**src/spfs_pkg.sv**
```systemverilog
// Purpose: constants and types for the stop mode and power-fail sequencer
// Assumes: 25 MHz system clock, 8 kHz ring oscillator sampled as a pin
// Notes:   register map is word aligned on an AXI4-Lite slave
package spfs_pkg;

  // ----------------------------------------------------------------
  // clock and timing
  // ----------------------------------------------------------------
  localparam int unsigned CLK_HZ               = 25000000;
  localparam int unsigned RING_HZ              = 8000;
  localparam int unsigned WAKE_STEP_NS         = 125000;
  localparam int unsigned CRYSTAL_WARMUP_US    = 1000;
  localparam int unsigned CRYSTAL_WARMUP_CYC   = CRYSTAL_WARMUP_US * (CLK_HZ / 1000000);
  localparam int unsigned WARNING_PERSIST_US   = 100;
  localparam int unsigned WARNING_PERSIST_CYC  = WARNING_PERSIST_US * (CLK_HZ / 1000000);
  // counted after the two sync flops, so pin to release stays below 20
  localparam int unsigned EXT_RELEASE_CYC      = 16;
  localparam int unsigned WAKE_TIMER_W         = 16;

  // ----------------------------------------------------------------
  // register offsets
  // ----------------------------------------------------------------
  localparam logic [7:0] POWER_CONTROL_REG_OFS = 8'h00;
  localparam logic [7:0] WAKE_INTERVAL_OFS     = 8'h04;
  localparam logic [7:0] STATUS_OFS            = 8'h08;
  localparam logic [7:0] STOP_REQUEST_OFS      = 8'h0c;

  // power_control_reg fields
  localparam int unsigned STOP_MONITOR_DISABLE_BIT = 0;
  localparam int unsigned PF_INT_ENABLE_BIT        = 1;
  localparam int unsigned MON_INTERVAL_LSB         = 2;
  localparam int unsigned WAKE_TIMER_EN_BIT        = 4;
  localparam logic [31:0] POWER_CONTROL_RESET      = 32'h0000_0001;

  // status fields
  localparam int unsigned POWER_FAIL_INT_FLAG_BIT = 0;
  localparam int unsigned STATE_LSB               = 4;

  localparam logic [15:0] RESTART_VECTOR = 16'h8000;
  localparam logic [15:0] NORMAL_VECTOR  = 16'h0000;

  // monitor interval codes: continuous, 2^11, 2^12, 2^13 ring clocks
  typedef enum logic [1:0] {
    MON_CONT = 2'b00,
    MON_P11  = 2'b01,
    MON_P12  = 2'b10,
    MON_P13  = 2'b11
  } spfs_mon_type;

  typedef enum logic [3:0] {
    ST_POR     = 4'b0000,
    ST_WARMUP  = 4'b0001,
    ST_RUN     = 4'b0010,
    ST_STOP    = 4'b0011,
    ST_SWARM   = 4'b0100,
    ST_PFRESET = 4'b0101,
    ST_CHECK   = 4'b0110,
    ST_EXTRST  = 4'b0111
  } spfs_state_type;

endpackage : spfs_pkg

```
**src/spfs_mon_if.sv**
```systemverilog
// Purpose: synchronised comparator and ring tick bundle
// Assumes: single system clock
// Notes:   driven by spfs_sync, read by the sequencer
`timescale 1ns/1ps
interface spfs_mon_if;
  logic above_por;
  logic above_rst;
  logic above_warn;
  logic ext_reset;
  logic io_wake;
  logic ring_tick;

  modport src (output above_por, above_rst, above_warn, ext_reset, io_wake, ring_tick);
  modport dst (input above_por, above_rst, above_warn, ext_reset, io_wake, ring_tick);
endinterface : spfs_mon_if

```
**src/spfs_sync.sv**
```systemverilog
// Purpose: two-flop synchronisers and ring oscillator edge tick
// Assumes: all inputs asynchronous to clk_i
// Notes:   first stage feeds only the second stage
`timescale 1ns/1ps
module spfs_sync (
  input  wire logic   clk_i,
  input  wire logic   rstn_i,
  input  wire logic   por_ok_i,
  input  wire logic   rst_ok_i,
  input  wire logic   warn_ok_i,
  input  wire logic   ext_rst_i,
  input  wire logic   io_wake_i,
  input  wire logic   ring_clk_i,
  spfs_mon_if.src     mon
);
  logic [5:0] meta;
  logic [5:0] sync;
  logic       ring_last;

  // ----------------------------------------------------------------
  // synchronisers
  // ----------------------------------------------------------------
  // two flop sync
  always_ff @(posedge clk_i) begin
    if (!rstn_i) begin
      meta      <= 6'h00;
      sync      <= 6'h00;
      ring_last <= 1'b0;
    end else begin
      meta      <= {ring_clk_i, io_wake_i, ext_rst_i, warn_ok_i, rst_ok_i, por_ok_i};
      sync      <= meta;
      ring_last <= sync[5];
    end
  end

  assign mon.above_por  = sync[0];
  assign mon.above_rst  = sync[1];
  assign mon.above_warn = sync[2];
  assign mon.ext_reset  = sync[3];
  assign mon.io_wake    = sync[4];
  // one pulse per ring oscillator rising edge
  assign mon.ring_tick  = sync[5] & ~ring_last;
endmodule : spfs_sync

```
**src/spfs_regs.sv**
```systemverilog
// Purpose: AXI4-Lite register slave for the sequencer
// Assumes: one write and one read outstanding at a time
// Notes:   unmapped addresses answer OKAY and read zero
`timescale 1ns/1ps
module spfs_regs
  import spfs_pkg::*;
(
  input  wire logic        clk_i,
  input  wire logic        rstn_i,
  input  wire logic [7:0]  awaddr_i,
  input  wire logic        awvalid_i,
  output logic             awready_o,
  input  wire logic [31:0] wdata_i,
  input  wire logic [3:0]  wstrb_i,
  input  wire logic        wvalid_i,
  output logic             wready_o,
  output logic [1:0]       bresp_o,
  output logic             bvalid_o,
  input  wire logic        bready_i,
  input  wire logic [7:0]  araddr_i,
  input  wire logic        arvalid_i,
  output logic             arready_o,
  output logic [31:0]      rdata_o,
  output logic [1:0]       rresp_o,
  output logic             rvalid_o,
  input  wire logic        rready_i,
  input  wire logic [31:0] status_i,
  output logic [31:0]      ctrl_o,
  output logic [31:0]      wake_o,
  output logic             stop_req_o,
  output logic             flag_clr_o
);
  logic [7:0]  aw_q;
  logic        aw_have;
  logic [31:0] w_q;
  logic [3:0]  s_q;
  logic        w_have;
  logic        do_write;
  logic [31:0] rd_mux;

  function automatic logic [31:0] merge(input logic [31:0] old, input logic [31:0] nw,
                                        input logic [3:0] st);
    logic [31:0] r;
    r = old;
    for (int i = 0; i < 4; i++) begin
      if (st[i]) r[i*8 +: 8] = nw[i*8 +: 8];
    end
    return r;
  endfunction : merge

  assign do_write = aw_have & w_have & ~bvalid_o;
  assign rd_mux   = (araddr_i == POWER_CONTROL_REG_OFS) ? ctrl_o :
                    (araddr_i == WAKE_INTERVAL_OFS)     ? wake_o :
                    (araddr_i == STATUS_OFS)            ? status_i : 32'h0000_0000;

  // ----------------------------------------------------------------
  // write channel, address and data in either order
  // ----------------------------------------------------------------
  always_ff @(posedge clk_i) begin
    if (!rstn_i) begin
      aw_q <= 8'h00; aw_have <= 1'b0; awready_o <= 1'b0;
      w_q <= 32'h0000_0000; s_q <= 4'h0; w_have <= 1'b0; wready_o <= 1'b0;
      bvalid_o <= 1'b0; bresp_o <= 2'b00;
      ctrl_o <= POWER_CONTROL_RESET; wake_o <= 32'h0000_0000;
      stop_req_o <= 1'b0; flag_clr_o <= 1'b0;
    end else begin
      awready_o  <= ~aw_have & ~awready_o & awvalid_i;
      wready_o   <= ~w_have & ~wready_o & wvalid_i;
      stop_req_o <= 1'b0;
      flag_clr_o <= 1'b0;
      if (awvalid_i & awready_o) begin
        aw_q <= awaddr_i; aw_have <= 1'b1;
      end
      if (wvalid_i & wready_o) begin
        w_q <= wdata_i; s_q <= wstrb_i; w_have <= 1'b1;
      end
      if (do_write) begin
        aw_have <= 1'b0; w_have <= 1'b0; bvalid_o <= 1'b1;
        if (aw_q == POWER_CONTROL_REG_OFS) ctrl_o <= merge(ctrl_o, w_q, s_q);
        if (aw_q == WAKE_INTERVAL_OFS) wake_o <= merge(wake_o, w_q, s_q);
        // stop request when bit 0 written as one
        if (aw_q == STOP_REQUEST_OFS) stop_req_o <= s_q[0] & w_q[0];
        // flag cleared by writing one to it
        if (aw_q == STATUS_OFS) flag_clr_o <= s_q[0] & w_q[POWER_FAIL_INT_FLAG_BIT];
      end else if (bvalid_o & bready_i) begin
        bvalid_o <= 1'b0;
      end
    end
  end

  // ----------------------------------------------------------------
  // read channel
  // ----------------------------------------------------------------
  always_ff @(posedge clk_i) begin
    if (!rstn_i) begin
      arready_o <= 1'b0; rvalid_o <= 1'b0; rdata_o <= 32'h0000_0000; rresp_o <= 2'b00;
    end else begin
      arready_o <= ~arready_o & ~rvalid_o & arvalid_i;
      if (arvalid_i & arready_o) begin
        rvalid_o <= 1'b1;
        rdata_o  <= rd_mux;
      end else if (rvalid_o & rready_i) begin
        rvalid_o <= 1'b0;
      end
    end
  end
endmodule : spfs_regs

```
**src/spfs_top.sv**
```systemverilog
// Purpose: stop mode, wake-up and power-fail reset sequencer
// Assumes: comparator levels and ring clock arrive asynchronously
// Notes:   crystal warm-up and warning persistence in system clocks
//
// Design decisions made here: the AXI4-Lite register port and the register offsets.
`timescale 1ns/1ps

// Behaviour
// - stop halts cpu, state kept
// - wake on io, warning, power-fail reset
// - ring-clocked wake timer, 125us steps
// - monitor on outside stop, except below power-on and in periodic power-fail reset
// - stop monitor disable resets to one
// - disabled monitor sees only power-on level
// - monitor re-enabled before stop exit
// - hold cpu reset during crystal warm-up, cpu halted instead in stop-exit warm-up
// - warning flag after persistence time
// - below reset level: reset, regulator off
// - recovery waits warm-up, restarts at 8000h
// - periodic interval continuous or 2^11..2^13
// - check spans two ring cycles plus one
// - third period good then restart 8000h
// - external reset keeps supplies, fast release
// - stop keeps regulator off, ignores dips only with monitor disabled
// - warning in stop warms up, exits
// - below power-on: everything off
module spfs_top
  import spfs_pkg::*;
#(
  parameter int unsigned WARMUP_CYC  = CRYSTAL_WARMUP_CYC,
  parameter int unsigned PERSIST_CYC = WARNING_PERSIST_CYC
)(
  input  wire logic        clk_i,
  input  wire logic        rstn_i,
  input  wire logic        por_ok_i,
  input  wire logic        rst_ok_i,
  input  wire logic        warn_ok_i,
  input  wire logic        ext_rst_i,
  input  wire logic        io_wake_i,
  input  wire logic        ring_clk_i,
  input  wire logic [7:0]  awaddr_i,
  input  wire logic        awvalid_i,
  output logic             awready_o,
  input  wire logic [31:0] wdata_i,
  input  wire logic [3:0]  wstrb_i,
  input  wire logic        wvalid_i,
  output logic             wready_o,
  output logic [1:0]       bresp_o,
  output logic             bvalid_o,
  input  wire logic        bready_i,
  input  wire logic [7:0]  araddr_i,
  input  wire logic        arvalid_i,
  output logic             arready_o,
  output logic [31:0]      rdata_o,
  output logic [1:0]       rresp_o,
  output logic             rvalid_o,
  input  wire logic        rready_i,
  output logic             cpu_reset_o,
  output logic             cpu_halt_o,
  output logic             regulator_en_o,
  output logic             crystal_en_o,
  output logic             monitor_en_o,
  output logic             sram_retain_o,
  output logic             power_fail_int_o,
  output logic [15:0]      start_vector_o
);
  spfs_mon_if mon ();

  spfs_state_type state;
  spfs_state_type next_state;
  logic [31:0] ctrl;
  logic [31:0] wake;
  logic [31:0] status;
  logic        stop_req;
  logic        flag_clr;
  logic        power_fail_int_flag;
  logic [31:0] cnt;
  logic [13:0] ring_cnt;
  logic [WAKE_TIMER_W-1:0] wake_cnt;
  logic [1:0]  chk_cnt;
  logic        pf_boot;

  // ----------------------------------------------------------------
  // sub-blocks
  // ----------------------------------------------------------------
  spfs_sync u_sync (
    .clk_i      (clk_i),
    .rstn_i     (rstn_i),
    .por_ok_i   (por_ok_i),
    .rst_ok_i   (rst_ok_i),
    .warn_ok_i  (warn_ok_i),
    .ext_rst_i  (ext_rst_i),
    .io_wake_i  (io_wake_i),
    .ring_clk_i (ring_clk_i),
    .mon        (mon.src)
  );

  spfs_regs u_regs (
    .clk_i      (clk_i),
    .rstn_i     (rstn_i),
    .awaddr_i   (awaddr_i),
    .awvalid_i  (awvalid_i),
    .awready_o  (awready_o),
    .wdata_i    (wdata_i),
    .wstrb_i    (wstrb_i),
    .wvalid_i   (wvalid_i),
    .wready_o   (wready_o),
    .bresp_o    (bresp_o),
    .bvalid_o   (bvalid_o),
    .bready_i   (bready_i),
    .araddr_i   (araddr_i),
    .arvalid_i  (arvalid_i),
    .arready_o  (arready_o),
    .rdata_o    (rdata_o),
    .rresp_o    (rresp_o),
    .rvalid_o   (rvalid_o),
    .rready_i   (rready_i),
    .status_i   (status),
    .ctrl_o     (ctrl),
    .wake_o     (wake),
    .stop_req_o (stop_req),
    .flag_clr_o (flag_clr)
  );

  // ----------------------------------------------------------------
  // decode
  // ----------------------------------------------------------------
  logic         stop_monitor_disable;
  logic         pf_int_en;
  spfs_mon_type mon_interval;
  logic         wake_timer_en;
  logic         in_stop;
  logic         mon_active;
  logic         warn_level;
  logic         warmup_done;
  logic         persist_done;
  logic         period_hit;
  logic         wake_hit;
  logic         ext_done;

  assign stop_monitor_disable = ctrl[STOP_MONITOR_DISABLE_BIT];
  assign pf_int_en            = ctrl[PF_INT_ENABLE_BIT];
  assign mon_interval         = spfs_mon_type'(ctrl[MON_INTERVAL_LSB +: 2]);
  assign wake_timer_en        = ctrl[WAKE_TIMER_EN_BIT];
  assign in_stop              = (state == ST_STOP);
  // monitor on unless stop and disabled
  // disabled monitor ignores warn and reset
  assign mon_active  = ~in_stop | ~stop_monitor_disable;
  assign warn_level  = mon.above_rst & ~mon.above_warn;
  assign warmup_done = (cnt >= WARMUP_CYC - 1);
  assign persist_done = (cnt >= PERSIST_CYC - 1);
  assign ext_done    = (cnt >= EXT_RELEASE_CYC - 1);
  assign period_hit  = (mon_interval == MON_CONT) ? 1'b1 :
                       (mon_interval == MON_P11)  ? (ring_cnt[10:0] == 11'h7ff) :
                       (mon_interval == MON_P12)  ? (ring_cnt[11:0] == 12'hfff) :
                                                     (ring_cnt[12:0] == 13'h1fff);
  assign wake_hit    = wake_timer_en & mon.ring_tick &
                       (wake_cnt == wake[WAKE_TIMER_W-1:0]) & (wake[WAKE_TIMER_W-1:0] != '0);
  assign status      = {24'h000000, state, 3'b000, power_fail_int_flag};

  // ----------------------------------------------------------------
  // next state
  // ----------------------------------------------------------------
  always_comb begin
    next_state = state;
    if (!mon.above_por) begin
      next_state = ST_POR;
    end else begin
      unique case (state)
        ST_POR:     next_state = ST_WARMUP;
        ST_WARMUP:  if (warmup_done && mon.above_rst) next_state = ST_RUN;
        ST_RUN: begin
          if (!mon.above_rst) next_state = ST_PFRESET;
          else if (mon.ext_reset) next_state = ST_EXTRST;
          else if (stop_req) next_state = ST_STOP;
        end
        ST_STOP: begin
          if (mon_active && !mon.above_rst) next_state = ST_PFRESET;
          else if ((mon_active && warn_level) || mon.io_wake || wake_hit)
            next_state = ST_SWARM;
        end
        ST_SWARM: begin
          if (!mon.above_rst) next_state = ST_PFRESET;
          else if (warmup_done) next_state = ST_RUN;
        end
        ST_PFRESET: if (mon.ring_tick && period_hit) next_state = ST_CHECK;
        ST_CHECK: begin
          if (mon.ring_tick && !mon.above_rst) next_state = ST_PFRESET;
          // third period good, warm and restart
          else if (mon.ring_tick && chk_cnt == 2'd2) next_state = ST_WARMUP;
        end
        ST_EXTRST:  if (ext_done) next_state = ST_RUN;
        default:    next_state = ST_POR;
      endcase
    end
  end

  // ----------------------------------------------------------------
  // state, counters and flag
  // ----------------------------------------------------------------
  always_ff @(posedge clk_i) begin
    if (!rstn_i) begin
      state <= ST_POR;
      cnt <= 32'h0000_0000;
      ring_cnt <= 14'h0000;
      wake_cnt <= '0;
      chk_cnt <= 2'd0;
      pf_boot <= 1'b0;
      power_fail_int_flag <= 1'b0;
    end else begin
      state <= next_state;
      // external reset counts from source removal
      if (next_state != state || (state == ST_EXTRST && mon.ext_reset) ||
          (state == ST_RUN && !warn_level)) begin
        cnt <= 32'h0000_0000;
      end else if (cnt != 32'hffff_ffff) begin
        cnt <= cnt + 32'h0000_0001;
      end
      if (state == ST_PFRESET && mon.ring_tick) ring_cnt <= ring_cnt + 14'h0001;
      else if (state != ST_PFRESET) ring_cnt <= 14'h0000;
      if (state == ST_CHECK && mon.ring_tick) chk_cnt <= chk_cnt + 2'd1;
      else if (state != ST_CHECK) chk_cnt <= 2'd0;
      if (state == ST_STOP && mon.ring_tick) wake_cnt <= wake_cnt + 1'b1;
      else if (state != ST_STOP) wake_cnt <= '0;
      if (state == ST_PFRESET) pf_boot <= 1'b1;
      else if (state == ST_POR) pf_boot <= 1'b0;
      else if (state == ST_RUN && next_state == ST_RUN) pf_boot <= 1'b0;
      // set after persistence, set beats clear
      // warning at stop exit sets flag
      if ((state == ST_RUN && warn_level && persist_done) ||
          (state == ST_SWARM && next_state == ST_RUN && warn_level)) begin
        power_fail_int_flag <= 1'b1;
      end else if (flag_clr) begin
        power_fail_int_flag <= 1'b0;
      end
    end
  end

  // ----------------------------------------------------------------
  // registered outputs
  // ----------------------------------------------------------------
  always_ff @(posedge clk_i) begin
    if (!rstn_i) begin
      cpu_reset_o <= 1'b1;
      cpu_halt_o <= 1'b0;
      regulator_en_o <= 1'b0;
      crystal_en_o <= 1'b0;
      monitor_en_o <= 1'b0;
      sram_retain_o <= 1'b0;
      power_fail_int_o <= 1'b0;
      start_vector_o <= NORMAL_VECTOR;
    end else begin
      cpu_reset_o <= (next_state != ST_RUN) && (next_state != ST_STOP) &&
                     (next_state != ST_SWARM);
      cpu_halt_o <= (next_state == ST_STOP) || (next_state == ST_SWARM);
      // stop keeps regulator and crystal off
      regulator_en_o <= (next_state == ST_WARMUP) || (next_state == ST_RUN) ||
                        (next_state == ST_SWARM) || (next_state == ST_EXTRST);
      crystal_en_o <= (next_state == ST_WARMUP) || (next_state == ST_RUN) ||
                      (next_state == ST_SWARM) || (next_state == ST_EXTRST);
      // default disable turns monitor off in stop
      monitor_en_o <= (next_state == ST_STOP) ? ~stop_monitor_disable :
                      (next_state == ST_PFRESET) ? (mon_interval == MON_CONT) :
                      (next_state != ST_POR);
      sram_retain_o <= (next_state == ST_STOP) || (next_state == ST_SWARM) ||
                       (next_state == ST_PFRESET) || (next_state == ST_CHECK);
      power_fail_int_o <= power_fail_int_flag & pf_int_en;
      start_vector_o <= pf_boot ? RESTART_VECTOR : NORMAL_VECTOR;
    end
  end
endmodule : spfs_top

```
**config.mk**
```make
export PLATFORM = sky130hd
export DESIGN_NAME = spfs_top
export DESIGN_NICKNAME = d
export VERILOG_FILES = /design/src/spfs_pkg.sv /design/src/spfs_mon_if.sv /design/src/spfs_sync.sv /design/src/spfs_regs.sv /design/src/spfs_top.sv
export SDC_FILE = /design/constraint.sdc
export NUM_CORES = 1
export LEC_CHECK = 0
export BUFFER_PORTS_ARGS = -buffer_cell sky130_fd_sc_hd__buf_2
export CAP_MARGIN = 20
export CORE_ASPECT_RATIO = 1.1
export CORE_MARGIN = 5
export CORE_UTILIZATION = 39
export DETAILED_ROUTE_END_ITERATION = 6
export GPL_TIMING_DRIVEN = 1
export PLACE_DENSITY = 0.6
export SLEW_MARGIN = 20
export SYNTH_ARGS = -nofsm -noshare
export SYNTH_HDL_FRONTEND = slang
export SYNTH_SLANG_ARGS = --single-unit
```
**constraint.sdc**
```tcl
create_clock -name clk_i -period 6.85 [get_ports clk_i]
set_input_delay 1.37 -clock clk_i [delete_from_list [all_inputs] [get_ports clk_i]]
set_output_delay 1.37 -clock clk_i [all_outputs]
set_load 0.005 [all_outputs]
```
==> results_dict.tcl, run 1 <==
set metrics [dict create \
    clockBufferDepth 3 \
    dp_hpwl_microns 16900 \
    overflow 0 \
    seqPwrFrac 0.472 \
    port_buffers 109 \
    yosysTopAreaCell "dfxtp_1" \
    intPower_uw 2340 \
    synth_xor_xnor_area_share 0.0616 \
    die_y_microns 183 \
    skew_ns 0.0183 \
    status "complete, no violations" \
    nets 1382 \
    dpl-instance-area_sq_um 11300 \
    cts.sinks 238 \
    timing.rr.start "u_sync.sync[5]" \
    num_rows 63 \
    synthTopCellsByArea "dfxtp_1 (45%), nand2_1 (10%), a21boi_0 (6.9%)" \
    drive_gt1_frac 0.156 \
    grt_setup_unrepaired "no" \
    hp-start "u_sync.meta[3]" \
    place.gp.congestion 0.894 \
    cts_setup_buffers 0 \
    vias 8352 \
    via_per_inst 4.95 \
    clock.fmax_mhz 296 \
    fillers 2696 \
    fin_area_sq_um 12300 \
    synth.distinct_cells 65 \
    synth_fa_ha_area_frac 0.00470 \
    muxShareOfSynthArea 0.0357 \
    synth_top_family_by_area "simple AND/OR/NAND/NOR gates" \
    synth_top_area_share 0.447 \
    synth-seq-cells 238 \
    die-area_sq_um 30700 \
    finalPower_uw 2990 \
    min_period_over_period 0.494 \
    core_sq_um 27000 \
    irDropWorstVdd_mv 0.165 \
    min_period_ns 3.38 \
    grt_pass1_vias 8040 \
    worstPathArrival_ns 3.78 \
    ios 129 \
    drc 0 \
    holdCritPathClass "flop to flop" \
    drv_slew 0 \
    grt_use_total 0.158 \
    wirelength_microns 24900 \
    synth_compound_area_frac 0.128 \
    synth_warnings 0 \
    grt_pass1_wl_microns 41100 \
    p_clk_frac 0.493 \
    grt_max_degree 98 \
    antenna_found_initial 0 \
    postRouteAntennaNets 0 \
    synth-seq-area-share 0.447 \
    drt_iter0_drc 414 \
    syn_inst 1232 \
    async_reset_ff_frac 0 \
    start_kind "flop" \
    power.density_nw_per_um2 244 \
    wl_per_cell_microns 14.8 \
    synth-edff-count 0 \
    cts_max_level 1 \
    dieWidth_microns 168 \
    path_clk_slew_ns 0.06 \
    holdBufCountCts 0 \
    cap_violations 0 \
    yosys.area_share.simple 0.277 \
    power.switching_uw 654 \
    syn_area_per_cell_sq_um 8.65 \
    whs_ns 0.435 \
    drt_pass1_iterations 4 \
    worstMarginPinSlew_ns 1.07 \
    sw_frac_of_total 0.219 \
    post_cts_resized 0 \
    totalNegativeSetupSlack_ns 0 \
    syn_area_sq_um 10700 \
    slew_headroom 0.286 \
    p_leak_uw 0.00447 \
    start_util 0.395 \
    ys.flop_type "dfxtp_1" \
    cts_tree "done" \
    setup_violations 0 \
    clk_latency_ns 0.55 \
    crit_type "flop to flop" \
    area_growth_pct 15.0 \
    crit_required_ns 7.25 \
    cts-root-buf "clkbuf_16" \
    startpoint "u_sync.sync[5]" \
    cts_made_buffers 27 \
    cp-end-kind "flop" \
    cp_max_fo 32 \
    hold_violations 0 \
    pwr-share-comb 0.034 \
    antenna_cells 0 \
]
==> cell usage in the layout (no fill, tap or decap), drive strengths merged, types with 3 or more instances in the layout <==
| master | Yosys | routed |
|---|---|---|
| clkbuf | 41 | 38 |
| nand2b | 8 | 8 |
| dfxtp | 238 | 238 |
| a22oi | 5 | 5 |
| nor2b | 12 | 12 |
| or4 | 3 | 3 |
| a21boi | 110 | 110 |
| buf | 42 | 116 |
| a21oi | 16 | 16 |
| conb | 1 | 20 |
| inv | 7 | 9 |
| xor2 | 38 | 38 |
| and3 | 17 | 17 |
| nor4bb | 4 | 4 |
| nor3 | 48 | 48 |
| nand2 | 298 | 298 |
| ha | 4 | 4 |
| nand3 | 35 | 35 |
| and2 | 51 | 51 |
| nor4 | 16 | 16 |
| a211oi | 4 | 4 |
| nor2 | 61 | 61 |
| and4 | 8 | 8 |
| clkinv | 0 | 5 |
| mux2i | 35 | 35 |
| xnor2 | 37 | 37 |
| o21ai | 40 | 40 |
| nand4 | 19 | 19 |
==> through the flow <==
stage                      util  std cells  worst slack (ns)
after floorplan               -       1251              3.74
after global placement    0.420       1641              3.48
after detailed placement  0.420       1641              3.47
after CTS                 0.454       1688              3.46
after global routing      0.454       1688              3.11
final                     0.454       1688              3.47
==> power by group through the flow <==
stage | clock network (uW) | logic, uW | registers, uW
after floorplan | 0 | 78.1 | 1440
after detailed placement | 0 | 104 | 1440
final | 1480 | 103 | 1410
after global placement | 0 | 104 | 1440
after CTS | 1520 | 105 | 1410
after global routing | 1580 | 114 | 1410
==> critical path, cell delays in order, from the launching register on <==
cell and delay, ns:
dfxtp_1 0.37, nor2b_1 0.81, nand3_1 0.15, nor4_1 0.48, nand3_1 0.33, a31oi_4 0.26, mux2i_4 0.24, buf_4 0.46
nor3_1 0.12
==> registers in the layout, summed over array words and instances, names as in the netlist, 8 cells and up <==
register        flops
cnt                32
u_regs.rdata_o     32
u_regs.w_q         32
u_regs.ctrl_o      32
u_regs.wake_o      32
ring_cnt           13
wake_cnt           16
u_regs.aw_q         8
==> Yosys cell counts (8+ instances only) <==
cell      number
nor3_1        16
nand3_1       35
a21boi_0      98
buf_4         20
buf_2         11
a21boi_1      12
xnor2_1       37
nand2b_1       8
o21ai_0       39
nand2_1      298
xor2_1        38
dfxtp_1      238
a21oi_1       15
mux2i_1       34
nor2b_1       12
and3_1        16
nand4_1       18
nor4_1        13
and2_1        51
nor3_2        32
nor2_1        61
clkbuf_1      41
==> cell families after synthesis <==
kind of cell	count (synthesis)
simple gates	593
flops	238
compound gates	194
buf+inv	90
xor+xnor	75
mux	37
fa+ha+maj	4
other cells	1
==> final timing paths <==
check | to | slack (ns) | depth (start not counted)
min | u_sync.sync[3] | 0.43 | 1
max | cnt[25] | 3.47 | 8
max reg2reg | cnt[25] | 3.47 | 8
min reg2reg | u_sync.sync[3] | 0.43 | 1
==> layer usage <==
| metal | global-route usage | up-vias | routed length, microns |
|---|---|---|---|
| met3 | 0.0287 | 27 | 1230 |
| met2 | 0.254 | 158 | 11200 |
| met1 | 0.225 | 3871 | 12100 |
| met4 | 0.0331 | 0 | 366 |
| li1 | - | 4296 | - |
| met5 | 0 | - | 0 |
==> cell type report <==
type | instances | area [sq um] | area share
inverter | 7 | 26.3 | 0.00214
multi-input combinational | 923 | 5490 | 0.448
tap | 357 | 447 | 0.0365
sequential | 238 | 4760 | 0.389
timing repair buffer | 116 | 601 | 0.0490
clock buffer | 38 | 807 | 0.0659
clock inverter | 9 | 114 | 0.00929
Note: power is estimated with default switching activity, not from simulation.
==> run 2: changes to the inputs <==
Clock period 6.85 ns to 3.45 ns, I/O delays scaled along.
==> run 2 against run 1 <==
Effect of this change: via count grew 0.38%; non-clock buffer count grew 5; design area shrank 0.54%; utilization shrank 0.25 points; die area is the same; sequential share of layout area grew 0.21 points; sequential cell count is the same; combinational power grew 100%; hold slack lost 0.048 ns; clock power grew 79%; first-iteration DRC count shrank 8.7%; global-route usage grew 0.34 points.
==> results_dict.tcl, run 2 (synthesized netlist as in run 1, its figures left out) <==
set metrics [dict create \
    irDropWorstVdd_mv 0.335 \
    whs_ns 0.387 \
    fillers 2719 \
    hold_violations 0 \
    grt_pass1_vias 8239 \
    cp_common_cell "nor4_1" \
    drc 0 \
    die_y_microns 183 \
    cts.sinks 238 \
    holdPathEnd "u_sync.meta[5]" \
    cp_max_fo 12 \
    skew_ns 0.0116 \
    antenna_cells 0 \
    multi_input_area_sq_um 5490 \
    cp-end-kind "flop" \
    totalNegativeSetupSlack_ns 0 \
    clk_latency_ns 0.52 \
    setup_violations 0 \
    cts_max_level 1 \
    core_sq_um 27000 \
    grt_use_total 0.162 \
    crit_required_ns 3.84 \
    path_cells "nor4_1 -> and4_1 -> nor4_1 -> nand2_1 -> a221o_1 -> a21oi_4 -> buf_4 -> nor3_2" \
    wirelength_microns 25500 \
    r2r_slack_ns 0.47 \
    holdBufCountCts 0 \
    cts_made_buffers 26 \
    drt_pass1_iterations 5 \
    postRouteAntennaNets 0 \
    r2r_end "cnt[19]" \
    worstMarginPinSlew_ns 0.839 \
    antenna_found_initial 0 \
    slew_headroom 0.437 \
    dp_hpwl_microns 17800 \
    cts_tree "done" \
    power.density_nw_per_um2 465 \
    hp-start "ring_clk_i" \
    via_per_inst 4.96 \
    num_rows 63 \
    min_period_over_period 0.864 \
    die-area_sq_um 30700 \
    clockBufferDepth 3 \
    nets 1386 \
    ios 129 \
    start_util 0.395 \
    post_cts_resized 0 \
    start_kind "flop" \
    wl_met1_microns 12300 \
    crit_type "flop to flop" \
    place.gp.congestion 0.882 \
    status "complete, no violations" \
    drt_iter0_drc 378 \
    min_period_ns 2.98 \
    dieWidth_microns 168 \
    routed-wl-met2_microns 11400 \
    r2r_cells 8 \
    path_clk_slew_ns 0.06 \
    drv_slew 0 \
    wl_per_cell_microns 15.1 \
    grt_pass1_wl_microns 42100 \
    grt_max_degree 76 \
    holdCritPathClass "input pin to flop" \
    cap_violations 0 \
    highest_layer "met4" \
    clock.fmax_mhz 336 \
    final_core_util 0.452 \
    area_growth_pct 14.3 \
    cts-root-buf "clkbuf_16" \
    final_common_cell "nand2_1" \
    cpPeakStageDelay_ns 0.62 \
    cts_setup_buffers 0 \
    final_cell_mix "nand2_1 (298), dfxtp_1 (238), buf_2 (108)" \
    drive_gt1_frac 0.155 \
    slowest_stage "nor4_1" \
    worstPathArrival_ns 3.37 \
    p_leak_uw 0.00443 \
    grt_setup_unrepaired "no" \
    vias 8384 \
    whs_path_depth 2 \
    timing.rr.start "u_regs.wake_o[14]" \
    routed-wl-met3_microns 1290 \
    regArea_sq_um 4760 \
    port_buffers 109 \
    overflow 0 \
]
==> run 2: per-layer routing <==
metal | vias up | track usage
li1 | 4295 | -
met1 | 3859 | 0.226
met2 | 194 | 0.264
met3 | 36 | 0.0269
met4 | 0 | 0.0380
met5 | - | 0
==> run 2: how the worst max path moves through the flow <==
stage | endpoint | start | depth (start not counted)
2_1_floorplan | u_regs.rdata_o[11] | araddr_i[2] | 6
3_3_place_gp | cnt[27] | u_regs.wake_o[9] | 8
3_5_place_dp | cnt[19] | u_regs.wake_o[11] | 8
4_1_cts | cnt[19] | u_regs.wake_o[14] | 8
5_1_grt | cnt[16] | ring_cnt[0] | 9
6_report | cnt[19] | u_regs.wake_o[14] | 8
==> run 2: layout make-up <==
| class | instances | share of cell area |
|---|---|---|
| well taps | 357 | 0.0367 |
| multi-input cells | 923 | 0.451 |
| clock buffers | 37 | 0.0618 |
| inverters | 7 | 0.00216 |
| flip-flops and latches | 238 | 0.391 |
| repair buffers | 121 | 0.0524 |
| clock inverters | 7 | 0.00513 |
==> run 2: worst max-delay path, delay by kind of cell (launching register included) <==
kind / cells / cell delay [ns]
buf+inv: 1 / 0.32
simple gates: 5 / 1.19
flops: 1 / 0.40
compound gates: 2 / 0.92
==> run 2: power breakdown <==
group	switching [uW]	internal [uW]
Clock	1070	1580
Combinational	123	86.6
Sequential	26.3	2780
Total	1220	4440
==> run 2: through the flow <==
stage                     area, sq um  std cells  setup slack [ns]  total power, uW
after floorplan                 10700       1251              1.02             3010
after CTS                       12200       1690             0.476             5750
final                           12200       1690             0.470             5660
after global placement          11400       1646             0.543             3070
after detailed placement        11400       1646             0.489             3070
after global routing            12200       1690             0.343             5880
